==> src/egs_pkg.sv <==
package egs_pkg;

	// ****************************************************************
	// Register map
	// ****************************************************************
	localparam int          REG_AW         = 8;
	localparam logic [7:0]  OFS_NUM        = 8'h00;
	localparam logic [7:0]  OFS_DEN        = 8'h04;
	localparam logic [7:0]  OFS_CTRL       = 8'h08;
	localparam logic [7:0]  OFS_STAT       = 8'h0C;
	localparam logic [7:0]  OFS_ENC        = 8'h10;
	localparam logic [7:0]  OFS_ISTS       = 8'h14;
	localparam logic [7:0]  OFS_IMSK       = 8'h18;

	// ****************************************************************
	// Field positions and values after reset
	// ****************************************************************
	localparam int          CTRL_MEN_BIT     = 0;
	localparam int          CTRL_N_LSB       = 8;
	localparam int          CTRL_RESTART_BIT = 31;
	localparam int          STAT_OK_BIT      = 0;
	localparam int          STAT_ALARM_BIT   = 1;
	localparam int          STAT_BUSY_BIT    = 2;
	localparam int          IRQ_ALARM        = 0;
	localparam int          IRQ_DROP         = 1;
	localparam int          IRQ_W            = 2;
	localparam logic [31:0] NUM_RST          = 32'h0000_0040;
	localparam logic [31:0] DEN_RST          = 32'h0000_0001;
	localparam logic [31:0] PARAM_MAX        = 32'h4000_0000;
	localparam logic [63:0] RATIO_LO_MUL     = 64'h0000_0000_0000_03E8;
	localparam logic [63:0] RATIO_HI_MUL     = 64'h0000_0000_0000_FA00;

	// ****************************************************************
	// Encoder selection and resolution per turn
	// ****************************************************************
	localparam logic [1:0]  ENC_20           = 2'h0;
	localparam logic [1:0]  ENC_22           = 2'h1;
	localparam logic [1:0]  ENC_24           = 2'h2;
	localparam logic [31:0] RES_20           = 32'h0010_0000;
	localparam logic [31:0] RES_22           = 32'h0040_0000;
	localparam logic [31:0] RES_24           = 32'h0100_0000;

	// ****************************************************************
	// Types
	// ****************************************************************
	typedef enum logic [1:0] {ST_CHECK, ST_IDLE, ST_DIV} egs_state_e_t;

	typedef struct packed {
		logic [REG_AW-1:0] addr;
		logic [31:0]       wdata;
		logic              write;
		logic              read;
	} egs_bus_t;

	typedef struct packed {
		logic        valid;
		logic        dir;
		logic [31:0] count;
	} egs_fb_t;

	// Counts per turn for the selected encoder
	function automatic logic [31:0] egs_enc_res(input logic [1:0] sel);
		case (sel)
			ENC_22:  return RES_22;
			ENC_24:  return RES_24;
			default: return RES_20;
		endcase
	endfunction : egs_enc_res

endpackage : egs_pkg

==> src/egs_scaler.sv <==
// The address map and the plain strobed port were chosen for this implementation.
`timescale 1ns/1ps
// What this block does, and how the host picks its ratio
// Output pulses equal references times B over A
// Ratio outside 0.001..64000 raises alarm, no gearing
// Numerator 1..2^30, default 64, after restart
// Denominator 1..2^30, default 1, after restart
// Each reference pulse is one reference unit
// Multiplication enabled: unit is n pulses
// Host doing own scaling sets ratio 1:1
// Encoder resolutions 2^20, 2^22, 2^24 counts
// Direct linear encoder: ratio from resolution, pitch
// Converter linear encoder: ratio from scale pitch
// Division remainder carries into next reference
// Latch parameters and check ratio at start-up
module egs_scaler
	import egs_pkg::*;
#(
	parameter int MULT_W = 8
) (
	input  wire logic              clock,
	input  wire logic              reset,
	input  wire egs_bus_t          bus,
	output logic [31:0]            reg_rdata,
	input  wire logic              ref_pulse,
	input  wire logic              ref_dir,
	output logic                   ref_ready,
	input  wire logic [1:0]        enc_sel,
	output egs_fb_t                fb,
	output logic                   gear_alarm,
	output logic                   irq
);

	// ****************************************************************
	// Sizes
	// ****************************************************************
	localparam int DIV_W = 32 + MULT_W;
	localparam int LAT   = DIV_W + 1;

	// Multiplier field must fit the control register
	if (MULT_W < 1 || MULT_W > 8) begin : g_bad_mult
		$error("MULT_W must be 1 to 8");
	end

	// ****************************************************************
	// State
	// ****************************************************************
	typedef struct packed {
		egs_state_e_t      st;
		logic [31:0]       num_set;
		logic [31:0]       den_set;
		logic              men_set;
		logic [MULT_W-1:0] mn_set;
		logic [30:0]       num_act;
		logic [30:0]       den_act;
		logic [MULT_W-1:0] n_act;
		logic              ok;
		logic [31:0]       enc_res;
		logic [30:0]       rem;
		logic [30:0]       rem_start;
		logic [DIV_W-2:0]  prod;
		logic [DIV_W-1:0]  dvd;
		logic [DIV_W-1:0]  quot;
		logic [30:0]       part;
		logic [5:0]        cnt;
		logic              dir;
		logic [IRQ_W-1:0]  ists;
		logic [IRQ_W-1:0]  imask;
		logic              irq;
		logic              alarm;
		logic              ready;
		egs_fb_t           fb;
		logic [31:0]       rdata;
	} egs_regs_t;

	egs_regs_t s_r;
	egs_regs_t s_nxt;

	// Range check of a ratio B/A and of each parameter
	function automatic logic ratio_ok(input logic [31:0] b, input logic [31:0] a);
		logic [63:0] b64;
		logic [63:0] a64;
		b64 = {32'h0000_0000, b};
		a64 = {32'h0000_0000, a};
		return (b != 32'h0) && (a != 32'h0) && (b <= PARAM_MAX) && (a <= PARAM_MAX)
			&& (b64 * RATIO_LO_MUL >= a64) && (b64 <= a64 * RATIO_HI_MUL);
	endfunction : ratio_ok

	// ****************************************************************
	// Next state
	// ****************************************************************
	always_comb begin
		logic [IRQ_W-1:0] ev;
		logic [IRQ_W-1:0] clr;
		logic [31:0]      trial;
		logic             ge;
		logic [30:0]      newpart;
		logic [DIV_W-1:0] q;
		ev      = '0;
		clr     = '0;
		trial   = '0;
		ge      = 1'b0;
		newpart = '0;
		q       = '0;
		s_nxt   = s_r;
		s_nxt.rdata    = 32'h0;
		s_nxt.fb.valid = 1'b0;

		// Register writes; parameters wait for a restart
		if (bus.write) begin
			case (bus.addr)
				OFS_NUM:  s_nxt.num_set = bus.wdata;
				OFS_DEN:  s_nxt.den_set = bus.wdata;
				OFS_CTRL: begin
					s_nxt.men_set = bus.wdata[CTRL_MEN_BIT];
					s_nxt.mn_set  = bus.wdata[CTRL_N_LSB +: MULT_W];
					if (bus.wdata[CTRL_RESTART_BIT]) begin
						s_nxt.st = ST_CHECK;
					end
				end
				OFS_ISTS: clr = bus.wdata[IRQ_W-1:0];
				OFS_IMSK: s_nxt.imask = bus.wdata[IRQ_W-1:0];
				default:  ;
			endcase
		end

		// Register reads, data in the next cycle only
		if (bus.read) begin
			case (bus.addr)
				OFS_NUM:  s_nxt.rdata = s_r.num_set;
				OFS_DEN:  s_nxt.rdata = s_r.den_set;
				OFS_CTRL: begin
					s_nxt.rdata[CTRL_MEN_BIT]            = s_r.men_set;
					s_nxt.rdata[CTRL_N_LSB +: MULT_W]    = s_r.mn_set;
				end
				OFS_STAT: begin
					s_nxt.rdata[STAT_OK_BIT]    = s_r.ok;
					s_nxt.rdata[STAT_ALARM_BIT] = s_r.alarm;
					s_nxt.rdata[STAT_BUSY_BIT]  = (s_r.st != ST_IDLE);
				end
				OFS_ENC:  s_nxt.rdata = s_r.enc_res;
				OFS_ISTS: s_nxt.rdata[IRQ_W-1:0] = s_r.ists;
				OFS_IMSK: s_nxt.rdata[IRQ_W-1:0] = s_r.imask;
				default:  s_nxt.rdata = 32'h0;
			endcase
		end

		// Reference pulse that cannot be taken
		if (ref_pulse && !s_r.ready) begin
			ev[IRQ_DROP] = 1'b1;
		end

		// Main sequence
		case (s_r.st)
			ST_CHECK: begin
				s_nxt.num_act = s_r.num_set[30:0];
				s_nxt.den_act = s_r.den_set[30:0];
				s_nxt.n_act   = s_r.men_set ? s_r.mn_set : MULT_W'(1);
				s_nxt.ok      = ratio_ok(s_r.num_set, s_r.den_set)
					&& (!s_r.men_set || s_r.mn_set != '0);
				ev[IRQ_ALARM] = !s_nxt.ok;
				s_nxt.enc_res = egs_enc_res(enc_sel);
				s_nxt.rem     = '0;
				s_nxt.st      = ST_IDLE;
			end
			ST_IDLE: begin
				// One pulse is one unit, scaled by n then by B over A
				if (ref_pulse && s_r.ready) begin
					s_nxt.prod      = (DIV_W-1)'(s_r.num_act * s_r.n_act);
					s_nxt.rem_start = s_r.rem;
					s_nxt.dir       = ref_dir;
					s_nxt.dvd       = DIV_W'(s_nxt.prod) + DIV_W'(ref_dir
						? s_r.den_act - 31'h1 - s_r.rem : s_r.rem);
					s_nxt.quot      = '0;
					s_nxt.part      = '0;
					s_nxt.cnt       = 6'(DIV_W - 1);
					s_nxt.st        = ST_DIV;
				end
			end
			ST_DIV: begin
				// Restoring division, one quotient bit a cycle
				trial   = {s_r.part, s_r.dvd[DIV_W-1]};
				ge      = trial >= {1'b0, s_r.den_act};
				newpart = ge ? 31'(trial - {1'b0, s_r.den_act}) : trial[30:0];
				q       = {s_r.quot[DIV_W-2:0], ge};
				s_nxt.part = newpart;
				s_nxt.quot = q;
				s_nxt.dvd  = {s_r.dvd[DIV_W-2:0], 1'b0};
				if (s_r.cnt == 6'h00) begin
					s_nxt.fb.valid = 1'b1;
					s_nxt.fb.dir   = s_r.dir;
					s_nxt.fb.count = q[31:0];
					s_nxt.rem      = s_r.dir ? s_r.den_act - 31'h1 - newpart : newpart;
					s_nxt.st       = ST_IDLE;
				end else begin
					s_nxt.cnt = s_r.cnt - 6'h01;
				end
			end
			default: s_nxt.st = ST_CHECK;
		endcase

		// Outputs; gearing only with a good ratio
		s_nxt.ready = (s_nxt.st == ST_IDLE) && s_nxt.ok;
		s_nxt.alarm = !s_nxt.ok;
		// Sticky events, a new event beats the clear
		s_nxt.ists  = (s_r.ists & ~clr) | ev;
		s_nxt.irq   = |(s_nxt.ists & s_nxt.imask);
	end

	// ****************************************************************
	// Registers
	// ****************************************************************
	always_ff @(posedge clock) begin
		if (reset) begin
			s_r         <= '0;
			s_r.st      <= ST_CHECK;
			s_r.num_set <= NUM_RST;
			s_r.den_set <= DEN_RST;
			s_r.mn_set  <= MULT_W'(1);
			s_r.ok      <= 1'b1;
		end else begin
			s_r <= s_nxt;
		end
	end

	// Ports straight from the state flops
	assign reg_rdata  = s_r.rdata;
	assign ref_ready  = s_r.ready;
	assign fb         = s_r.fb;
	assign gear_alarm = s_r.alarm;
	assign irq        = s_r.irq;
endmodule : egs_scaler

==> config.mk <==
export PLATFORM = sky130hd
export DESIGN_NAME = egs_scaler
export DESIGN_NICKNAME = d
export VERILOG_FILES = /design/src/egs_pkg.sv /design/src/egs_scaler.sv
export SDC_FILE = /design/constraint.sdc
export NUM_CORES = 2
export LEC_CHECK = 0
export BUFFER_PORTS_ARGS = -buffer_cell sky130_fd_sc_hd__buf_2
export CAP_MARGIN = 0
export CELL_PAD_IN_SITES_DETAIL_PLACEMENT = 1
export CELL_PAD_IN_SITES_GLOBAL_PLACEMENT = 1
export CORE_UTILIZATION = 45
export CTS_CLUSTER_DIAMETER = 80
export DETAILED_ROUTE_END_ITERATION = 12
export PLACE_DENSITY_LB_ADDON = 0.1
export SETUP_SLACK_MARGIN = 0.1
export SLEW_MARGIN = 15
export SYNTH_ARGS = -nofsm -noshare
export SYNTH_HDL_FRONTEND = slang
export SYNTH_SLANG_ARGS = --single-unit
==> constraint.sdc <==
create_clock -name clock -period 7.74 [get_ports clock]
set_clock_uncertainty 0.15 [all_clocks]
set_input_delay 1.548 -clock clock [delete_from_list [all_inputs] [get_ports clock]]
set_output_delay 1.548 -clock clock [all_outputs]
set_load 0.01 [all_outputs]
==> summary.txt <==
Maximum VDD drop: 177 µV
Final hold slack: 0.303 ns
I/O pin count: 117
Internal power: 3800 µW
Fin crit period: 7.95 ns
Period utilization: 1.03
Delay-heaviest family, CP: compound AO/OA/AOI/OAI gates
WL/cell: 22.1 µm
Max Slew Vio Count: 0
Seq/Total Area, Yosys: 0.177
Synth area leader: fa_1
Grt ovf: 0
Top cell by count, worst path: o31a_1
NetSw: 1890 µW
Top cells by area, synth: fa_1, dfxtp_1, ha_1
Die area: 92000 µm²
Final setup margin: -0.212 ns
Via-per-instance ratio: 5.60
Most frequent cells in the layout: nand2_1, inv_1, a21oi_1
Buf/Inv on CP: 2
Finished Layout Cells: 6331
PortBufs: 116
# clock sinks: 362
Mapped cell area: 40800 µm²
MaxCap Viol Count: 0
Pwr/cell area: 124 nW/µm²
Clock power frac: 0.402
Syn_nets: 5859
Initial antenna violation count: 5
Commonest non-fill, non-tap cell in the layout: nand2_1
Req. time, crit path: 8.08 ns
DRT iter0 DRCs: 2060
CP max stage delay: 0.56 ns
Critical path depth in cells: 34
Worst Tran Pin Value: 1.21 ns
Area grow syn2layout: 12.7%
Placed insts: 6222
CTS tree: built
Share of layout cells above drive strength 1: 0.124
DR DRC count: 0
Fraction of registers with async set/reset: 0
Status: complete, but fails checks
Register share of total power: 0.336
DRT Pass-1 Iters: 8
R2r worst-path depth: 34
Startpoint types: register
Reg clk slew, reported paths: 0.06 ns
Worst Path Max Fanout: 3
Leakage power figure: 0.0207 µW
Initial core utilization: 0.454
Core footprint: 90000 µm²
Post-synth top area share: 0.219
Synth warn: 0
First-pass GRT wire length: 218 mm
Count of different cell masters after synthesis: 101
Normalized max-slew margin: 0.189
Mean Syn Cell Area: 8.27 µm²
Worst Setup End Kind: register
ANT nets after route: 0
Post-Route WL: 140 mm
Setup CP Type: reg2reg
Total CTS buffers: 47
Pin count of the biggest net entering global routing: 83
Hold Crit Class: reg2reg
Root Buffer: clkbuf_16
Vias in the first global route: 37508
WP data arrival: 8.29 ns
Slowest CP cell: fa_1
Worst-Skew Late Latency: 0.67 ns
Combinational power share: 0.262
Detailed-route via count: 35470
Setup violators final: 8
Setup_tns: -1.04 ns
Fin. Hold Viols: 0
Top_reg_cell synth: dfxtp_1
FF+latch count, synth: 362
Worst hold path depth: 2
Post-Synthesis Cells: 4940
Total GRT Usage: 0.307
Maximum clock rate: 0.126 GHz
RSZ-0062 raised after global routing: yes
Chip height: 303 µm
Placer Congestion: 0.931
Sw Share: 0.332
Post-synth EDFFs: 0
Clock Path Buffers: 3
Post-DP HPWL: 112 mm
Die Span X: 303 µm
Row cnt: 110
Failing checks: negative setup slack
Final net count: 6037
H-Tree Level Count: 2
final timing paths:
check / start / end / slack [ns]
max: s_r[337] / s_r[188] / -0.21
min: fb[29] / fb[29] / 0.30
max reg2reg: s_r[337] / s_r[188] / -0.21
min reg2reg: fb[29] / fb[29] / 0.30
sequential cells by signal, summed over array words and instances, names as in the netlist:
| register | flops |
|---|---|
| fb | 34 |
| gear_alarm | 1 |
| irq | 1 |
| ref_ready | 1 |
| reg_rdata | 32 |
| s_r | 293 |
layer usage:
layer | up-vias | GRT usage | share of wire
met1 | 17965 | 0.391 | 0.43
li1 | 16673 | - | -
met5 | - | 0 | 0.00029
met2 | 612 | 0.538 | 0.50
met3 | 214 | 0.0333 | 0.037
met4 | 6 | 0.109 | 0.036
worst reg2reg max path, delay by kind of cell, from the launching register on:
kind | cells | cell delay [ns]
buffers and inverters | 2 | 0.21
and+or+nand+nor | 9 | 1.75
muxes | 1 | 0.13
DFF | 1 | 0.33
adders and majority gates | 6 | 2.55
xor gates and xnor gates | 1 | 0.15
AOI/OAI and AO/OA | 15 | 2.56
synthesized netlist by cell type, types with 11 or more instances:
cell type  count
a211oi_1      30
a21o_1        99
a21oi_1      472
a222oi_1      15
a22o_1        11
a22oi_1       57
a31oi_1       50
and2_1       121
and3_1        30
buf_1         22
buf_4         69
clkbuf_1     189
dfxtp_1      362
fa_1         447
ha_1         424
inv_1        645
mux2i_1       56
nand2_1      727
nand2b_1      31
nand3_1      112
nand4_1       46
nor2_1       237
nor2b_1       23
nor3_1        58
nor4_1        20
o211ai_1      23
o21a_1        30
o21ai_0       92
o21ai_1       44
o21bai_1      25
o31a_1        13
o31ai_1       15
xnor2_1      123
xor2_1        57
cell families after synthesis:
logic type	synth area share
AND/OR/NAND/NOR	0.163
AO/OA/AOI/OAI	0.165
buffers and inverters	0.0928
adder cells (fa/ha/maj)	0.349
flip-flops	0.177
XOR/XNOR	0.0386
multiplexers	0.0149
power groups by stage:
stage | clock network, µW | registers (µW) | logic (µW)
after floorplan | 0 | 1940 | 951
after global placement | 0 | 1950 | 1410
after detailed placement | 0 | 1950 | 1430
after CTS | 2330 | 1910 | 1470
after global routing | 2400 | 1910 | 1630
final | 2290 | 1910 | 1490
final cells by class:
cell class	count	area, µm²
Antenna cell	1	2.50
Clock buffer	60	1280
Clock inverter	25	323
Fill cell	10916	44000
Inverter	648	2430
Multi-Input combinational cell	3642	30400
Sequential cell	362	7250
Tap cell	1176	1470
Timing Repair Buffer	417	2890
timing repair:
item | 4_1_cts | 5_1_grt
gates cloned | 0 | 0
hold buffers | 0 | 0
gates resized for setup | 56 | 62
pin swaps | 40 | 36
setup endpoints to repair | 16 | 25
buffers inserted | 14 | 9
stage by stage:
stage / area, µm² / setup WS, ns / utilization / total power (µW)
6_report: 46000 / -0.212 / 0.511 / 5690
3_3_place_gp: 43700 / -0.352 / 0.486 / 3360
2_1_floorplan: 40900 / 0.122 / - / 2890
4_1_cts: 45700 / -0.206 / 0.508 / 5710
5_1_grt: 46000 / -0.451 / 0.511 / 5950
3_5_place_dp: 43700 / -0.438 / 0.486 / 3390
Power figures use the tool's default switching activity.
